$ cat src/smc_pkg.sv
/*
   Constants, state codes and timing counts of the sleep mode controller.
   Assumes a 20 MHz system clock and one chip reset.
*/
`default_nettype none
package smc_pkg;
   // ----------------------------------------------------------------
   // mode codes
   // ----------------------------------------------------------------
   localparam logic [2:0] MODE_IDLE = 3'h0;
   localparam logic [2:0] MODE_ADCNR = 3'h1;
   localparam logic [2:0] MODE_PDOWN = 3'h2;
   localparam logic [2:0] MODE_PSAVE = 3'h3;
   localparam logic [2:0] MODE_STBY = 3'h6;
   localparam logic [2:0] MODE_XSTBY = 3'h7;
   // ----------------------------------------------------------------
   // clock enable vector positions
   // ----------------------------------------------------------------
   localparam int CLK_CPU = 0;
   localparam int CLK_FLASH = 1;
   localparam int CLK_IO = 2;
   localparam int CLK_ADC = 3;
   localparam int CLK_ASY = 4;
   localparam int CLK_OSC = 5;
   localparam int CLK_TOSC = 6;
   localparam int CLK_N = 7;
   localparam logic [CLK_N-1:0] CLK_ALL_ON = 7'h7F;
   localparam logic [CLK_N-1:0] CLK_ALL_OFF = 7'h00;
   // ----------------------------------------------------------------
   // timing
   // ----------------------------------------------------------------
   localparam int CLK_PERIOD_NS = 50;
   localparam int BOD_WAKE_NS = 60000;
   localparam int BOD_WAKE_CYC = BOD_WAKE_NS / CLK_PERIOD_NS;
   localparam int STBY_WAKE_CYC = 6;
   localparam int HALT_CYC = 4;
   localparam int STARTUP_CYC = 16;
   localparam int CNT_W = 12;
   // ----------------------------------------------------------------
   // reset values and states
   // ----------------------------------------------------------------
   localparam logic BROWNOUT_SLEEP_OFF_RESET = 1'b0;
   typedef enum logic [1:0] {ST_RUN, ST_SLEEP, ST_WAKE, ST_HALT} smc_fsm_t;
endpackage
`default_nettype wire

$ cat src/smc_wake_if.sv
/*
   Wake source bundle between the controller and its wake qualifier.
   Assumes every source is a synchronous level, already enabled.
*/
`timescale 1ns/1ps
`default_nettype none
interface smc_wake_if;
   logic [2:0] mode;
   logic extIrqA, extIrqB, extLevelA, extLevelB, pinChangeIrq;
   logic twoWireMatch, timer2Irq, timer2Async, spmReady, adcDone;
   logic watchdogIrq, otherIoIrq, extReset, watchdogReset, brownoutReset;
   logic wakeIrq, wakeReset;
   modport qual (
      input mode, extIrqA, extIrqB, extLevelA, extLevelB, pinChangeIrq,
      input twoWireMatch, timer2Irq, timer2Async, spmReady, adcDone,
      input watchdogIrq, otherIoIrq, extReset, watchdogReset, brownoutReset,
      output wakeIrq, wakeReset
   );
   modport ctrl (
      output mode, extIrqA, extIrqB, extLevelA, extLevelB, pinChangeIrq,
      output twoWireMatch, timer2Irq, timer2Async, spmReady, adcDone,
      output watchdogIrq, otherIoIrq, extReset, watchdogReset, brownoutReset,
      input wakeIrq, wakeReset
   );
endinterface
`default_nettype wire

$ cat src/smc_wake_qual.sv
/*
   Wake qualifier: picks the wake sources that count in the sleep mode.
   Assumes sources are synchronous levels; purely combinational.
*/
`timescale 1ns/1ps
`default_nettype none
module smc_wake_qual (
   // wake bundle
   smc_wake_if.qual wk
);
   logic extLevel;
   logic t2Async;
   logic common;
   always_comb begin
      extLevel = (wk.extIrqA & wk.extLevelA) | (wk.extIrqB & wk.extLevelB);
      t2Async = wk.timer2Irq & wk.timer2Async;
      common = extLevel | wk.pinChangeIrq | wk.twoWireMatch | wk.watchdogIrq;
      wk.wakeReset = wk.extReset | wk.watchdogReset | wk.brownoutReset;
      unique case (wk.mode)
         smc_pkg::MODE_IDLE: wk.wakeIrq = wk.extIrqA | wk.extIrqB | wk.pinChangeIrq |
            wk.twoWireMatch | wk.timer2Irq | wk.spmReady | wk.adcDone |
            wk.watchdogIrq | wk.otherIoIrq;
         smc_pkg::MODE_ADCNR: wk.wakeIrq = common | t2Async | wk.spmReady | wk.adcDone;
         smc_pkg::MODE_PDOWN: wk.wakeIrq = common;
         smc_pkg::MODE_PSAVE: wk.wakeIrq = common | t2Async;
         smc_pkg::MODE_STBY: wk.wakeIrq = common;
         smc_pkg::MODE_XSTBY: wk.wakeIrq = common | t2Async;
         default: wk.wakeIrq = 1'b0;
      endcase
   end
endmodule // smc_wake_qual
`default_nettype wire

$ cat src/smc_sleep_ctrl.sv
/*
   Sleep mode controller top: sleep entry, clock domain gating, wake
   timing and brown-out detector sleep control.
   Assumes the cpu core pulses sleepInstr once per sleep instruction and
   holds while cpuHalt is high; all inputs synchronous to sys_clk.
*/
`timescale 1ns/1ps
`default_nettype none
module smc_sleep_ctrl #(
   parameter int STARTUP_CYCLES = smc_pkg::STARTUP_CYC
) (
   // clock and reset
   input wire logic sys_clk,
   input wire logic reset_n,
   // cpu core
   input wire logic sleepInstr,
   output logic cpuHalt,
   output logic irqResume,
   output logic resetVector,
   output logic sleepIgnored,
   output logic sleepActive,
   // sleep control register bits
   input wire logic sleepArmBit,
   input wire logic [2:0] sleepModeSelect,
   // brown-out control
   input wire logic bodFuseEnable,
   input wire logic bodsWrite,
   input wire logic bodsWrData,
   input wire logic bodsTimedEnable,
   output logic brownoutSleepOff,
   output logic brownoutEnable,
   // analog comparator
   input wire logic comparatorDisableBit,
   output logic comparatorPowerDown,
   // converter
   input wire logic adcEnabled,
   input wire logic adcDone,
   output logic adcStartConv,
   // wake sources
   input wire logic extIrqA,
   input wire logic extIrqB,
   input wire logic extLevelA,
   input wire logic extLevelB,
   input wire logic pinChangeIrq,
   input wire logic twoWireMatch,
   input wire logic timer2Irq,
   input wire logic timer2Async,
   input wire logic spmReady,
   input wire logic watchdogIrq,
   input wire logic otherIoIrq,
   input wire logic extReset,
   input wire logic watchdogReset,
   input wire logic brownoutReset,
   // clock domain enables
   output logic cpuClockEn,
   output logic flashClockEn,
   output logic ioClockEn,
   output logic converterClockEn,
   output logic asyncClockEn,
   output logic mainOscEn,
   output logic timerOscEn
);
   // ----------------------------------------------------------------
   // state
   // ----------------------------------------------------------------
   typedef struct packed {
      smc_pkg::smc_fsm_t fsm;
      logic [smc_pkg::CNT_W-1:0] cnt;
      logic [2:0] mode;
      logic bodOff;
      logic resetWake;
      logic brownout_sleep_off;
      logic cpuHalt;
      logic irqResume;
      logic resetVector;
      logic sleepIgnored;
      logic sleepActive;
      logic bodEnable;
      logic compPd;
      logic adcStart;
      logic [smc_pkg::CLK_N-1:0] clkEn;
   } smc_state_t;
   smc_state_t st;
   smc_state_t next_st;

   // ----------------------------------------------------------------
   // wake qualifier
   // ----------------------------------------------------------------
   smc_wake_if wk ();
   assign wk.mode = st.mode;
   assign wk.extIrqA = extIrqA;
   assign wk.extIrqB = extIrqB;
   assign wk.extLevelA = extLevelA;
   assign wk.extLevelB = extLevelB;
   assign wk.pinChangeIrq = pinChangeIrq;
   assign wk.twoWireMatch = twoWireMatch;
   assign wk.timer2Irq = timer2Irq;
   assign wk.timer2Async = timer2Async;
   assign wk.spmReady = spmReady;
   assign wk.adcDone = adcDone;
   assign wk.watchdogIrq = watchdogIrq;
   assign wk.otherIoIrq = otherIoIrq;
   assign wk.extReset = extReset;
   assign wk.watchdogReset = watchdogReset;
   assign wk.brownoutReset = brownoutReset;
   smc_wake_qual uQual (
      .wk(wk.qual)
   );

   // ----------------------------------------------------------------
   // mode helpers
   // ----------------------------------------------------------------
   function automatic logic modeLegal(input logic [2:0] m);
      modeLegal = (m == smc_pkg::MODE_IDLE) || (m == smc_pkg::MODE_ADCNR) ||
         (m == smc_pkg::MODE_PDOWN) || (m == smc_pkg::MODE_PSAVE) ||
         (m == smc_pkg::MODE_STBY) || (m == smc_pkg::MODE_XSTBY);
   endfunction
   function automatic logic deepMode(input logic [2:0] m);
      deepMode = (m != smc_pkg::MODE_IDLE) && (m != smc_pkg::MODE_ADCNR);
   endfunction
   function automatic logic oscKept(input logic [2:0] m);
      oscKept = !deepMode(m) || (m == smc_pkg::MODE_STBY) || (m == smc_pkg::MODE_XSTBY);
   endfunction
   function automatic logic [smc_pkg::CLK_N-1:0] sleepClocks(input logic [2:0] m,
                                                               input logic async);
      logic [smc_pkg::CLK_N-1:0] c;
      c = smc_pkg::CLK_ALL_OFF;
      unique case (m)
         smc_pkg::MODE_IDLE: begin
            c = smc_pkg::CLK_ALL_ON;
            c[smc_pkg::CLK_CPU] = 1'b0;
            c[smc_pkg::CLK_FLASH] = 1'b0;
            c[smc_pkg::CLK_TOSC] = async;
         end
         smc_pkg::MODE_ADCNR: begin
            c[smc_pkg::CLK_ADC] = 1'b1;
            c[smc_pkg::CLK_OSC] = 1'b1;
            c[smc_pkg::CLK_ASY] = async;
            c[smc_pkg::CLK_TOSC] = async;
         end
         smc_pkg::MODE_PDOWN: c = smc_pkg::CLK_ALL_OFF;
         smc_pkg::MODE_PSAVE: begin
            c[smc_pkg::CLK_ASY] = async;
            c[smc_pkg::CLK_TOSC] = async;
         end
         smc_pkg::MODE_STBY: c[smc_pkg::CLK_OSC] = 1'b1;
         smc_pkg::MODE_XSTBY: begin
            c[smc_pkg::CLK_OSC] = 1'b1;
            c[smc_pkg::CLK_ASY] = async;
            c[smc_pkg::CLK_TOSC] = async;
         end
         default: c = smc_pkg::CLK_ALL_ON;
      endcase
      sleepClocks = c;
   endfunction
   function automatic logic [smc_pkg::CNT_W-1:0] wakeDelay(input logic bodWasOff,
                                                             input logic [2:0] m);
      if (bodWasOff)
         wakeDelay = smc_pkg::CNT_W'(smc_pkg::BOD_WAKE_CYC);
      else if (oscKept(m))
         wakeDelay = smc_pkg::CNT_W'(smc_pkg::STBY_WAKE_CYC);
      else
         wakeDelay = smc_pkg::CNT_W'(STARTUP_CYCLES);
   endfunction

   // ----------------------------------------------------------------
   // next state
   // ----------------------------------------------------------------
   always_comb begin
      next_st = st;
      next_st.irqResume = 1'b0;
      next_st.resetVector = 1'b0;
      next_st.sleepIgnored = 1'b0;
      next_st.adcStart = 1'b0;
      if (bodsWrite && bodsTimedEnable) begin
         next_st.brownout_sleep_off = bodsWrData;
      end
      next_st.compPd = comparatorDisableBit | (st.sleepActive & deepMode(st.mode));
      unique case (st.fsm)
         smc_pkg::ST_RUN: begin
            next_st.cpuHalt = 1'b0;
            next_st.sleepActive = 1'b0;
            next_st.clkEn = smc_pkg::CLK_ALL_ON;
            next_st.bodEnable = bodFuseEnable;
            if (sleepInstr) begin
               if (sleepArmBit && modeLegal(sleepModeSelect)) begin
                  next_st.fsm = smc_pkg::ST_SLEEP;
                  next_st.mode = sleepModeSelect;
                  next_st.cpuHalt = 1'b1;
                  next_st.sleepActive = 1'b1;
                  next_st.resetWake = 1'b0;
                  next_st.clkEn = sleepClocks(sleepModeSelect, timer2Async);
                  next_st.bodOff = st.brownout_sleep_off & deepMode(sleepModeSelect);
                  next_st.bodEnable = bodFuseEnable & ~(st.brownout_sleep_off & deepMode(sleepModeSelect));
                  next_st.adcStart = (sleepModeSelect == smc_pkg::MODE_ADCNR) & adcEnabled;
               end else begin
                  next_st.sleepIgnored = 1'b1;
               end
            end
         end
         smc_pkg::ST_SLEEP: begin
            next_st.clkEn = sleepClocks(st.mode, timer2Async);
            next_st.bodEnable = bodFuseEnable & ~st.bodOff;
            if (wk.wakeReset || wk.wakeIrq) begin
               next_st.fsm = smc_pkg::ST_WAKE;
               next_st.resetWake = wk.wakeReset;
               next_st.bodEnable = bodFuseEnable;
               next_st.clkEn[smc_pkg::CLK_OSC] = 1'b1;
               next_st.cnt = wakeDelay(st.bodOff, st.mode);
            end
         end
         smc_pkg::ST_WAKE: begin
            next_st.bodEnable = bodFuseEnable;
            if (wk.wakeReset) begin
               next_st.resetWake = 1'b1;
            end
            if (st.cnt <= smc_pkg::CNT_W'(1)) begin
               next_st.clkEn = smc_pkg::CLK_ALL_ON;
               next_st.sleepActive = 1'b0;
               next_st.bodOff = 1'b0;
               if (st.resetWake || wk.wakeReset) begin
                  next_st.fsm = smc_pkg::ST_RUN;
                  next_st.cpuHalt = 1'b0;
                  next_st.resetVector = 1'b1;
               end else begin
                  next_st.fsm = smc_pkg::ST_HALT;
                  next_st.cnt = smc_pkg::CNT_W'(smc_pkg::HALT_CYC);
               end
            end else begin
               next_st.cnt = st.cnt - smc_pkg::CNT_W'(1);
            end
         end
         smc_pkg::ST_HALT: begin
            if (wk.wakeReset) begin
               next_st.fsm = smc_pkg::ST_RUN;
               next_st.cpuHalt = 1'b0;
               next_st.resetVector = 1'b1;
            end else if (st.cnt <= smc_pkg::CNT_W'(1)) begin
               next_st.fsm = smc_pkg::ST_RUN;
               next_st.cpuHalt = 1'b0;
               next_st.irqResume = 1'b1;
            end else begin
               next_st.cnt = st.cnt - smc_pkg::CNT_W'(1);
            end
         end
      endcase
   end

   // ----------------------------------------------------------------
   // state register
   // ----------------------------------------------------------------
   always_ff @(posedge sys_clk or negedge reset_n) begin
      if (!reset_n) begin
         st <= '0;
         st.fsm <= smc_pkg::ST_RUN;
         st.brownout_sleep_off <= smc_pkg::BROWNOUT_SLEEP_OFF_RESET;
         st.bodEnable <= 1'b1;
         st.clkEn <= smc_pkg::CLK_ALL_ON;
      end else begin
         st <= next_st;
      end
   end

   // ----------------------------------------------------------------
   // outputs
   // ----------------------------------------------------------------
   assign cpuHalt = st.cpuHalt;
   assign irqResume = st.irqResume;
   assign resetVector = st.resetVector;
   assign sleepIgnored = st.sleepIgnored;
   assign sleepActive = st.sleepActive;
   assign brownoutSleepOff = st.brownout_sleep_off;
   assign brownoutEnable = st.bodEnable;
   assign comparatorPowerDown = st.compPd;
   assign adcStartConv = st.adcStart;
   assign cpuClockEn = st.clkEn[smc_pkg::CLK_CPU];
   assign flashClockEn = st.clkEn[smc_pkg::CLK_FLASH];
   assign ioClockEn = st.clkEn[smc_pkg::CLK_IO];
   assign converterClockEn = st.clkEn[smc_pkg::CLK_ADC];
   assign asyncClockEn = st.clkEn[smc_pkg::CLK_ASY];
   assign mainOscEn = st.clkEn[smc_pkg::CLK_OSC];
   assign timerOscEn = st.clkEn[smc_pkg::CLK_TOSC];

   // ----------------------------------------------------------------
   // assertions
   // ----------------------------------------------------------------
   // unarmed sleep check
   ignore_unarmed_a: assert property (@(posedge sys_clk) disable iff (!reset_n)
      (st.fsm == smc_pkg::ST_RUN && sleepInstr && !sleepArmBit)
      |=> (sleepIgnored && !sleepActive && !cpuHalt))
      else $error("unarmed sleep was not ignored");
   armed_entry_a: assert property (@(posedge sys_clk) disable iff (!reset_n)
      $rose(st.fsm == smc_pkg::ST_SLEEP) |-> ($past(sleepInstr) && $past(sleepArmBit)))
      else $error("sleep entered without armed sleep instruction");
   idle_clocks_a: assert property (@(posedge sys_clk) disable iff (!reset_n)
      (st.fsm == smc_pkg::ST_SLEEP && st.mode == smc_pkg::MODE_IDLE)
      |-> (!cpuClockEn && !flashClockEn && ioClockEn && converterClockEn))
      else $error("idle clock gating wrong");
   adcnr_clocks_a: assert property (@(posedge sys_clk) disable iff (!reset_n)
      (st.fsm == smc_pkg::ST_SLEEP && st.mode == smc_pkg::MODE_ADCNR)
      |-> (!cpuClockEn && !flashClockEn && !ioClockEn && converterClockEn))
      else $error("noise reduction clock gating wrong");
   pdown_clocks_a: assert property (@(posedge sys_clk) disable iff (!reset_n)
      (st.fsm == smc_pkg::ST_SLEEP && st.mode == smc_pkg::MODE_PDOWN)
      |-> (st.clkEn == smc_pkg::CLK_ALL_OFF))
      else $error("power-down left a clock running");
   adc_start_a: assert property (@(posedge sys_clk) disable iff (!reset_n)
      (st.fsm == smc_pkg::ST_RUN && sleepInstr && sleepArmBit && adcEnabled &&
       sleepModeSelect == smc_pkg::MODE_ADCNR)
      |=> (adcStartConv && sleepActive) ##1 !adcStartConv)
      else $error("conversion not started on noise reduction entry");
   bod_shallow_a: assert property (@(posedge sys_clk) disable iff (!reset_n)
      (st.fsm == smc_pkg::ST_SLEEP && !deepMode(st.mode))
      |-> (brownoutEnable == $past(bodFuseEnable)))
      else $error("detector disabled in shallow mode");
   bod_off_entry_a: assert property (@(posedge sys_clk) disable iff (!reset_n)
      (st.fsm == smc_pkg::ST_RUN && sleepInstr && sleepArmBit && st.brownout_sleep_off &&
       sleepModeSelect == smc_pkg::MODE_PDOWN)
      |=> !brownoutEnable)
      else $error("detector still on after entry");
   bod_wake_on_a: assert property (@(posedge sys_clk) disable iff (!reset_n)
      (st.fsm == smc_pkg::ST_SLEEP && (wk.wakeIrq || wk.wakeReset))
      |=> (brownoutEnable == $past(bodFuseEnable)))
      else $error("detector not re-enabled on wake");
   bod_delay_a: assert property (@(posedge sys_clk) disable iff (!reset_n)
      (st.fsm == smc_pkg::ST_SLEEP && st.bodOff && (wk.wakeIrq || wk.wakeReset))
      |=> (st.cnt == smc_pkg::CNT_W'(smc_pkg::BOD_WAKE_CYC)))
      else $error("wake delay after detector off wrong");
   halt_four_a: assert property (@(posedge sys_clk) disable iff (!reset_n)
      $rose(st.fsm == smc_pkg::ST_HALT) ##0 (!wk.wakeReset) [*4]
      |-> cpuHalt ##1 (irqResume && !cpuHalt))
      else $error("halt after wake not four cycles");
   reset_target_a: assert property (@(posedge sys_clk) disable iff (!reset_n)
      resetVector |-> (!irqResume && !cpuHalt && $past(st.resetWake || wk.wakeReset)))
      else $error("reset vector without reset source");
endmodule // smc_sleep_ctrl
`default_nettype wire

$ cat config.mk
export PLATFORM = sky130hd
export DESIGN_NAME = smc_sleep_ctrl
export DESIGN_NICKNAME = d
export VERILOG_FILES = /design/src/smc_pkg.sv /design/src/smc_wake_if.sv /design/src/smc_wake_qual.sv /design/src/smc_sleep_ctrl.sv
export SDC_FILE = /design/constraint.sdc
export NUM_CORES = 1
export LEC_CHECK = 0
export ABC_CLOCK_PERIOD_IN_PS = 2200
export BUFFER_PORTS_ARGS = -buffer_cell sky130_fd_sc_hd__buf_4
export CAP_MARGIN = 0
export CORE_ASPECT_RATIO = 0.7
export CORE_MARGIN = 4
export CORE_UTILIZATION = 45
export CTS_BUF_LIST = sky130_fd_sc_hd__clkbuf_4 sky130_fd_sc_hd__clkbuf_8
export DETAILED_ROUTE_END_ITERATION = 12
export GPL_ROUTABILITY_DRIVEN = 0
export PLACE_DENSITY = 0.77
export REMOVE_ABC_BUFFERS = 1
export SLEW_MARGIN = 10
export SYNTH_ARGS = -nofsm -noshare
export SYNTH_HDL_FRONTEND = slang
export SYNTH_SLANG_ARGS = --single-unit
$ cat constraint.sdc
create_clock -name sys_clk -period 2.2 [get_ports sys_clk]
set_input_delay 0.11 -clock sys_clk [delete_from_list [all_inputs] [get_ports sys_clk]]
set_output_delay 0.11 -clock sys_clk [all_outputs]
set_load 0.02 [all_outputs]
# --- Word-level counts from Yosys, hierarchy flattened ---
# Cells that the tools add are included.
word_totals:
  register_bits: 35
  output_inout_bits: 16
  elab_cells: 173
op_classes:
  add_sub_neg: 1
  order_cmp: 1
  eq_ne: 25
  n_mux: 59
  bitwise_logic: 28
  reduce_logical: 44
ops:
  columns: ["cell", "n"]
  rows:
  - ["12-bit 2-to-1 mux", 5]
  - ["12-bit one-hot mux with 3 select lines", 1]
  - ["1-bit 2-to-1 mux", 22]
  - ["7-bit one-hot mux with 3 select lines", 1]
  - ["2-bit 2-to-1 mux", 10]
  - ["1-bit bitwise OR", 18]
  - ["8-bit 2-to-1 mux", 2]
  - ["2-bit != test, second input constant", 8]
  - ["4-bit OR reduction", 4]
  - ["5-bit AND reduction", 3]
  - ["3-bit nonzero test", 5]
  - ["14-bit 2-to-1 mux", 1]
  - ["1-bit one-hot mux with 2 select lines", 7]
  - ["3-bit by 2-bit == test with 1-bit output, second input constant", 4]
  - ["3-bit == test, second input constant", 4]
  - ["12-bit by 1-bit <= comparator with 1-bit output, second input constant", 1]
  - ["3-bit one-hot mux with 2 select lines", 2]
  - ["12-bit by 1-bit subtractor with 12-bit output, second input constant", 1]
  - ["2-bit OR reduction", 5]
  - ["5-bit OR reduction", 2]
  - ["1-bit logical OR", 9]
  - ["1-bit one-hot mux with 3 select lines", 3]
  - ["1-bit bitwise AND", 8]
  - ["2-bit one-hot mux with 4 select lines", 1]
  - ["other kinds (19)", 31]

# --- Depth between registers and ports, before layout ---
# Gate-level depths: netlist (run 1).
logic_depth:
  word_depth: 12
  mapped_depth: 8
  ltp_nobuf: 7

# --- Modules after synthesis ---
# From an unflattened synthesis (run 1), not the netlist that was laid out.
unflattened:
  cells_unflattened: 232
  hier_area_um2: 2150.8
by_module_without_submodules:
  columns: ["mod", "n_inst", "cells_each", "area_per_inst_um2"]
  rows:
  - ["smc_sleep_ctrl", 1, 220, 2069.5]
  - ["smc_wake_qual", 1, 12, 81.3]

# --- Least setup slack after synthesis (run 1) ---
# No wires, ideal clock.
synth_path:
  path_kind: "register to register"
  from: "register st[21] (netlist name)"
  to: "register st[27] (netlist name)"
  setup_time_ns: 0.121
  arrival_time_ns: 1.956
  required_ns: 2.079
  slack_ns: 0.123
  stages_incl_launch_ff: 9
  n_path_buf: 1
  path_cell_list: "dfrtp_1 inv_1 ha_1 o2111a_1 a211o_1 a22oi_2 buf_4 nand2_1 a22o_1"
synth_between:
  elab_chain_cells: 4
  word_cells_on_any_way: 9
synth_rtl:
  columns: ["element", "line_no", "rtl"]
  rows:
  - ["start, declared", "smc_sleep_ctrl.sv:83", "smc_state_t st;"]
  - ["start signal, assigned", "smc_sleep_ctrl.sv:260", "st <= next_st;"]
  - ["12-bit by 1-bit subtractor with 12-bit output", "smc_sleep_ctrl.sv:230, smc_sleep_ctrl.sv:243", null]
  - ["12-bit 2-to-1 mux", "smc_sleep_ctrl.sv:238", "end else if (st.cnt <= smc_pkg::CNT_W'(1)) begin"]
  - ["12-bit 2-to-1 mux", "smc_sleep_ctrl.sv:234", "if (wk.wakeReset) begin"]
  - ["12-bit one-hot mux with 3 select lines", "smc_sleep_ctrl.sv:179", "unique case (st.fsm)"]
# Several ways; a longest one is shown, not always the timed one. The select of a mux whose other input is x is not followed.
# A chain may end at the register's enable or synchronous reset.

# --- Worst setup path after layout (run 1) ---
layout_path:
  from: "register st[21] (netlist name)"
  to: "register st[28] (netlist name)"
# The elaborated chain is that of the path after synthesis.

==> flow_metrics.py, run 1 <==
metrics = {
    "critical_path": {
        "slowest_stage": "dfrtp_1",
        "rr_worst_depth": 8,
        "crit_type": "flop to flop",
        "critPathBufInv": 2,
        "crit_chain": "inv_1 > ha_2 > o2111a_1 > a211o_1 > a22oi_2 > buf_12 > o21ai_0 > a22o_1",
        "worst_r2r_endpoint": "st[28]",
        "crit_path_end_kind": "flop",
        "cpLargestDelayFamily": "compound AO/OA/AOI/OAI gates",
        "critPathArrivalTime_ns": 2.30,
        "r2r_slack_ns": 0.07,
        "max_stage_delay_ns": 0.39,
        "crit_fanout": 11,
        "r2r-start": "st[21]",
        "worst_ep_required_time_ns": 2.37,
        "start_kind": "flop",
    },
    "global_route": {
        "grt_antenna_before_repair": 0,
        "grt_pass1_vias": 1798,
        "grt_max_degree": 35,
        "grt_remaining_overflow": 0,
        "grt_pass1_wl_mm": 8.65,
        "grt_usage_pct": 19.4,
    },
    "detailed_routing": {
        "wl_per_cell_um": 16.2,
        "drt-total-wl_mm": 5.61,
        "avgViaCountPerCell": 5.91,
        "drc": 0,
        "drtAntennaViolNets": 0,
        "drt_iter0_markers": 169,
        "dr.pass1.iters": 4,
        "route.vias.total": 2051,
    },
    "logic_synthesis": {
        "syn_area_sq_um": 2030,
        "yosysWarnings": 0,
        "ys_ff_latch": 34,
        "synth.distinct_cells": 49,
        "synthArstFlopShare_pct": 100,
        "ys_seq_area_share_pct": 42.4,
        "netlist_instances": 226,
        "avgSynthCellArea_sq_um": 8.97,
        "synth_ff_type": "dfrtp_1",
        "synth_edf_count": 0,
    },
    "timing": {
        "fin_crit_sh_pct": 96.6,
        "max_freq_mhz": 470,
        "fin_skew_ns": 0.00863,
        "slew_headroom_pct": 56.9,
        "finalSetupViolCount": 0,
        "slew_violations": 0,
        "hold_violations": 0,
        "hold_slack_ns": 0.0122,
        "period_needed_ns": 2.13,
        "worst_pin_slew_ns": 0.644,
    },
    "layout": {
        "final_common_cell": "buf_4",
        "regArea_sq_um": 860,
        "nets": 325,
        "final_cell_mix": "buf_4, nand2_1, dfrtp_1, a21oi_1, o21ai_0",
        "area_delta_synth_final_pct": 32.6,
        "final_cell_area_sq_um": 2690,
        "multiInputGateArea_sq_um": 1090,
        "drive_gt1_share_pct": 30.8,
        "fill_cells": 394,
        "n_antenna_cell": 0,
    },
    "worst_hold_path": {
        "min_to": "comparatorPowerDown",
        "min-delay-start": "comparatorDisableBit",
        "hold_class": "input port to flop",
        "min_path_cells": 2,
    },
    "die": {
        "die_h_um": 64.2,
        "core_area_sq_um": 4350,
        "die_x_um": 88.2,
        "core.rowCount": 20,
        "io_pins": 44,
        "start_util_pct": 46.6,
        "die-area_sq_um": 5660,
    },
    "outcome": {
        "status": "finished clean",
    },
    "placed_design": {
        "hpwl_mm": 4.01,
        "port_buffers": 43,
        "dpl_cell_area_sq_um": 2500,
    },
    "flow_run": {
        "maxCapViolations": 0,
    },
    "clock_tree": {
        "cts.clk_slew.worst_paths_ns": 0.07,
        "cts-root-buf": "clkbuf_8",
        "clkLatencyLatePin_ns": 0.29,
        "cts_buffer_depth": 2,
        "cts_tree": "built",
        "cts_buffers": 5,
        "htree_levels": 2,
        "cts.sinks": 34,
    },
    "pwr": {
        "power.density_nw_per_um2": 1650,
        "p_leak_nw": 1.25,
        "max-vdd-ir-drop_v": 0.00101,
    },
}
## final cells by class
cell class / count / area share [%]
Clock buffer: 8 / 3.63
Timing Repair Buffer: 67 / 20.0
Multi-Input combinational cell: 173 / 40.5
Sequential cell: 34 / 32.0
Inverter: 10 / 1.40
Tap cell: 55 / 2.56
## sequential cells by signal (all words and copies together), names as in the netlist
| signal | count |
|---|---|
| mainOscEn | 1 |
| timerOscEn | 1 |
| asyncClockEn | 1 |
| st | 16 |
| converterClockEn | 1 |
| sleepActive | 1 |
| irqResume | 1 |
| sleepIgnored | 1 |
| cpuHalt | 1 |
| wk.mode | 3 |
| flashClockEn | 1 |
| ioClockEn | 1 |
| brownoutSleepOff | 1 |
| comparatorPowerDown | 1 |
| adcStartConv | 1 |
| brownoutEnable | 1 |
| resetVector | 1 |
## power breakdown
part / internal, mW / total [mW] / leakage [nW] / switching, mW
Sequential: 0.938 / 1.19 / 0.423 / 0.257
Clock: 0.280 / 0.503 / 0.0523 / 0.223
Combinational: 1.24 / 2.74 / 0.779 / 1.49
## cells by family (layout without fill, tap and decap cells)
kind of cell,Yosys count,after routing,synth area share (%)
compound gates,86,86,28.3
simple gates,77,77,19.4
mux,4,4,2.22
buf+inv,19,85,4.07
fa+ha+maj,6,6,3.70
flops,34,34,42.4
## worst max-delay path by stage
stage / depth (start not counted) / slack [ns] / to / from
floorplan: 7 / -0.21 / st[28] / st[21]
global placement: 8 / 0.10 / st[28] / st[21]
detailed placement: 8 / 0.04 / st[28] / st[21]
CTS: 8 / 0.01 / st[28] / st[21]
global route: 8 / -0.02 / st[24] / st[28]
finish: 8 / 0.07 / st[28] / st[21]
## layer usage
metal  vias to the layer above  global-route usage (%)  share of wire (%)
met3                         9                    4.51                7.6
met5                         -                       0                  0
met4                         0                    4.72               0.91
li1                        971                       -                  -
met1                       978                    30.6                 49
met2                        93                    26.2                 42
## synthesized netlist by cell type, types with 2 or more instances
| cell type | number | area (sq um) |
|---|---|---|
| clkbuf_1 | 4 | 15.0 |
| inv_1 | 10 | 37.5 |
| nand2_1 | 29 | 109 |
| o21ai_1 | 13 | 65.1 |
| a22o_1 | 6 | 52.6 |
| a211o_1 | 2 | 17.5 |
| a31oi_1 | 3 | 18.8 |
| nor2b_1 | 2 | 12.5 |
| mux2_1 | 2 | 22.5 |
| o211ai_1 | 2 | 15.0 |
| dfstp_2 | 7 | 184 |
| dfrtp_1 | 27 | 676 |
| nor2_1 | 12 | 45.0 |
| mux2_2 | 2 | 22.5 |
| nor3b_1 | 2 | 15.0 |
| buf_4 | 2 | 15.0 |
| and3_1 | 3 | 18.8 |
| o21ai_0 | 17 | 85.1 |
| nor3_2 | 2 | 20.0 |
| or3_1 | 2 | 12.5 |
| nor4_1 | 4 | 25.0 |
| nor3_1 | 5 | 25.0 |
| o31ai_1 | 4 | 30.0 |
| a211oi_1 | 2 | 15.0 |
| o221ai_1 | 2 | 17.5 |
| a21o_1 | 4 | 30.0 |
| buf_2 | 3 | 15.0 |
| a21oi_1 | 17 | 85.1 |
| o2bb2ai_1 | 2 | 17.5 |
| nand2b_1 | 3 | 18.8 |
| nand3_1 | 7 | 35.0 |
| a22oi_1 | 2 | 15.0 |
| ha_1 | 6 | 75.1 |
## through the flow
stage	setup WS (ns)	TNS, ns	utilization, %	cells	total power [mW]
floorplan	-0.210	-0.897	-	217	2.77
global placement	0.102	0	57.4	330	3.62
detailed placement	0.0403	0	57.4	330	3.67
CTS	0.0141	0	60.1	340	4.18
global route	-0.0161	-0.0306	61.8	347	4.75
finish	0.0746	0	61.8	347	4.43
## what timing repair did
item                                    4_1_cts  5_1_grt
gates resized for setup                       0        1
endpoints found under the hold margin        28        0
buffers inserted                              0        6
endpoints found under the setup margin        0        7
hold buffers                                  2        0
No activity file was read; power rests on OpenSTA's default activity.
==> run 2: changes to the inputs <==
- ABC_AREA: unset -> 1
- PLACE_DENSITY: 0.77 -> 0.76
==> run 2 against run 1 <==
Sequential share of layout area fell by 1.1 points. Clock skew fell by 0.0054 ns. Clock power fell by 3%. Highest routed layer unchanged. Critical path depth grew 3. Area after synthesis increased by 14%. Non-clock buffer count is 19 lower. Final cell count grew 29%. Combinational power fell by 8.0%. Largest power group unchanged. Largest cell class unchanged. Critical path type unchanged.
==> flow_metrics.py, run 2 <==
metrics = {
    "outcome": {
        "status": "finished clean",
    },
    "worst_hold_path": {
        "hold_class": "input port to flop",
    },
    "layout": {
        "regArea_sq_um": 860,
        "multiInputGateArea_sq_um": 1220,
        "n_antenna_cell": 0,
        "final_common_cell": "nand2_1",
        "area_delta_synth_final_pct": 20.9,
        "drive_gt1_share_pct": 22.2,
        "largest_register_ffs": 16,
        "nets": 412,
        "regMostFlops": "st",
        "final_cell_mix": "nand2_1, buf_4, inv_1, nor2_1, nand3_1",
        "fill_cells": 447,
    },
    "detailed_routing": {
        "avgViaCountPerCell": 5.00,
        "drt-total-wl_mm": 5.74,
        "route.vias.total": 2241,
        "drtAntennaViolNets": 0,
        "dr.pass1.iters": 4,
        "wl_per_cell_um": 12.8,
        "drt_iter0_markers": 129,
        "drc": 0,
    },
    "logic_synthesis": {
        "synth_edf_count": 0,
        "yosysWarnings": 0,
        "avgSynthCellArea_sq_um": 6.97,
        "synth.largest_area_cell": "dfrtp_1",
        "synth_common_cells": "nand2_1, inv_1, nor2_1",
        "synth.distinct_cells": 35,
        "synthArstFlopShare_pct": 100,
        "synth_ff_type": "dfrtp_1",
        "ys_seq_area_share_pct": 37.3,
        "yosysTopAreaCellShare_pct": 29.3,
        "ys_ff_latch": 34,
        "syn_area_sq_um": 2310,
        "netlist_instances": 331,
        "yosysMostFrequentCell": "nand2_1",
        "ys_top_cells_by_area": "dfrtp_1, nand2_1, dfstp_2",
    },
    "clock_tree": {
        "cts-root-buf": "clkbuf_8",
        "cts_buffers": 5,
        "cts_buffer_depth": 2,
        "htree_levels": 2,
        "postCtsSetupBuffers": 0,
        "cts.sinks": 34,
        "clkLatencyLatePin_ns": 0.28,
        "cts.clk_slew.worst_paths_ns": 0.07,
        "cts_tree": "built",
    },
    "timing": {
        "setup_tns_ns": 0,
        "fin_crit_sh_pct": 89.4,
        "finalSetupViolCount": 0,
        "slew_headroom_pct": 66.5,
        "rsz0062_at_grt": "no",
        "hold_violations": 0,
        "period_needed_ns": 1.97,
        "worst_pin_slew_ns": 0.500,
        "slew_violations": 0,
        "fin_skew_ns": 0.00324,
        "max_freq_mhz": 508,
    },
    "critical_path": {
        "start_kind": "flop",
        "worst_ep_required_time_ns": 2.42,
        "startpoint": "st[21]",
        "r2r_slack_ns": 0.23,
        "crit_path_end_kind": "flop",
        "crit_type": "flop to flop",
        "critPathArrivalTime_ns": 2.19,
        "crit_end": "st[28]",
        "worst_r2r_endpoint": "st[28]",
        "crit_fanout": 13,
        "r2r-start": "st[21]",
        "rr_worst_depth": 11,
    },
    "placed_design": {
        "port_buffers": 43,
        "hpwl_mm": 4.45,
    },
    "die": {
        "die_x_um": 93.6,
        "io_pins": 44,
        "die-area_sq_um": 6360,
        "start_util_pct": 47.5,
        "die_h_um": 67.9,
        "core.rowCount": 21,
        "core_area_sq_um": 4860,
    },
    "pwr": {
        "power_switching_mw": 2.05,
        "seqPwrFrac_pct": 27.7,
        "p_leak_nw": 1.48,
        "swShare_pct": 49.3,
        "intPower_mw": 2.11,
        "max-vdd-ir-drop_v": 0.000805,
        "pwr-share-clk_pct": 11.7,
        "comb_power_share_pct": 60.6,
        "power.density_nw_per_um2": 1490,
        "p_total_mw": 4.16,
    },
    "global_route": {
        "grt_remaining_overflow": 0,
        "grt_max_degree": 35,
        "grt_usage_pct": 19.9,
        "grt_pass1_wl_mm": 9.90,
        "grt_antenna_before_repair": 0,
        "grt_pass1_vias": 2119,
    },
    "flow_run": {
        "maxCapViolations": 0,
    },
}
[run 2: cell count changes after synthesis, sizes merged, moves of 4 or more]
cell	change
inv	+34
nor3	-4
nand3	+27
xor2	+5
mux2	-4
nor2	+30
o21ai	-4
nor4	-5
a22o	-6
a21oi	-9
nand2	+75
[run 2: stage by stage]
step	cells	area, sq um	util (%)	setup slack, ns	hold WS, ns
after detailed placement	439	2680	55.1	0.202	0.0944
final	448	2790	57.4	0.232	0.00859
after CTS	448	2780	57.3	0.192	0.00372
after global placement	439	2680	55.1	0.316	0.0953
after global routing	448	2790	57.4	0.0407	0.00892
after floorplan	323	2240	-	0.479	-0.186
[run 2: routing by layer]
layer / global-route usage, % / wire (um) / up-vias
li1: - / - / 1145
met3: 4.62 / 457 / 5
met2: 30.2 / 2380 / 74
met1: 28.6 / 2850 / 1017
met5: 0 / 0 / -
met4: 5.23 / 45 / 0
[run 2: worst max-delay path, cell delays in order, from the launching register on]
cell	delay [ns]
dfrtp_1	0.43
inv_1	0.12
ha_1	0.26
o21ai_1	0.18
nor2_1	0.06
nand2_1	0.13
nand2_1	0.12
nand2_4	0.16
inv_1	0.13
o21ai_0	0.17
nand3_1	0.08
nand2_1	0.06
[run 2: cell type report]
type / instances / area share (%)
Tap cell: 69 / 3.10
Clock buffer: 7 / 3.23
Sequential cell: 34 / 30.8
Multi-Input combinational cell: 245 / 43.7
Clock inverter: 1 / 0.179
Timing Repair Buffer: 48 / 13.0
Inverter: 44 / 5.92
[run 2: worst min-delay path by stage]
| stage | startpoint | endpoint | slack, ns | depth (start not counted) |
|---|---|---|---|---|
| final | comparatorDisableBit | comparatorPowerDown | 0.009 | 2 |
| after global routing | comparatorDisableBit | comparatorPowerDown | 0.009 | 2 |
| after CTS | comparatorDisableBit | comparatorPowerDown | 0.004 | 2 |
| after detailed placement | reset_n | st[21] | 0.09 | 1 |
| after global placement | reset_n | st[26] | 0.1 | 1 |
| after floorplan | reset_n | adcStartConv | -0.19 | 0 |
[run 2: power groups by stage]
stage / registers (mW) / clock network (mW) / logic, mW
3_5_place_dp: 1.16 / 0 / 2.48
5_1_grt: 1.19 / 0.536 / 2.87
3_3_place_gp: 1.15 / 0 / 2.44
4_1_cts: 1.15 / 0.504 / 2.51
2_1_floorplan: 1.25 / 0 / 1.65
6_report: 1.15 / 0.488 / 2.52
[run 2: kinds of logic (layout without fill, tap and decap cells)]
| kind of cell | Yosys count | in the layout | synth area share [%] |
|---|---|---|---|
| simple gates | 187 | 187 | 35.4 |
| buf+inv | 52 | 100 | 10.1 |
| compound gates | 44 | 44 | 11.0 |
| flops | 34 | 34 | 37.3 |
| xor+xnor | 8 | 8 | 3.04 |
| fa+ha+maj | 6 | 6 | 3.25 |
[run 2: repair_timing]
item,4_1_cts,5_1_grt
hold buffers,1,0
hold endpoints to repair,27,0
gates resized for setup,0,1
endpoints found under the setup margin,0,3
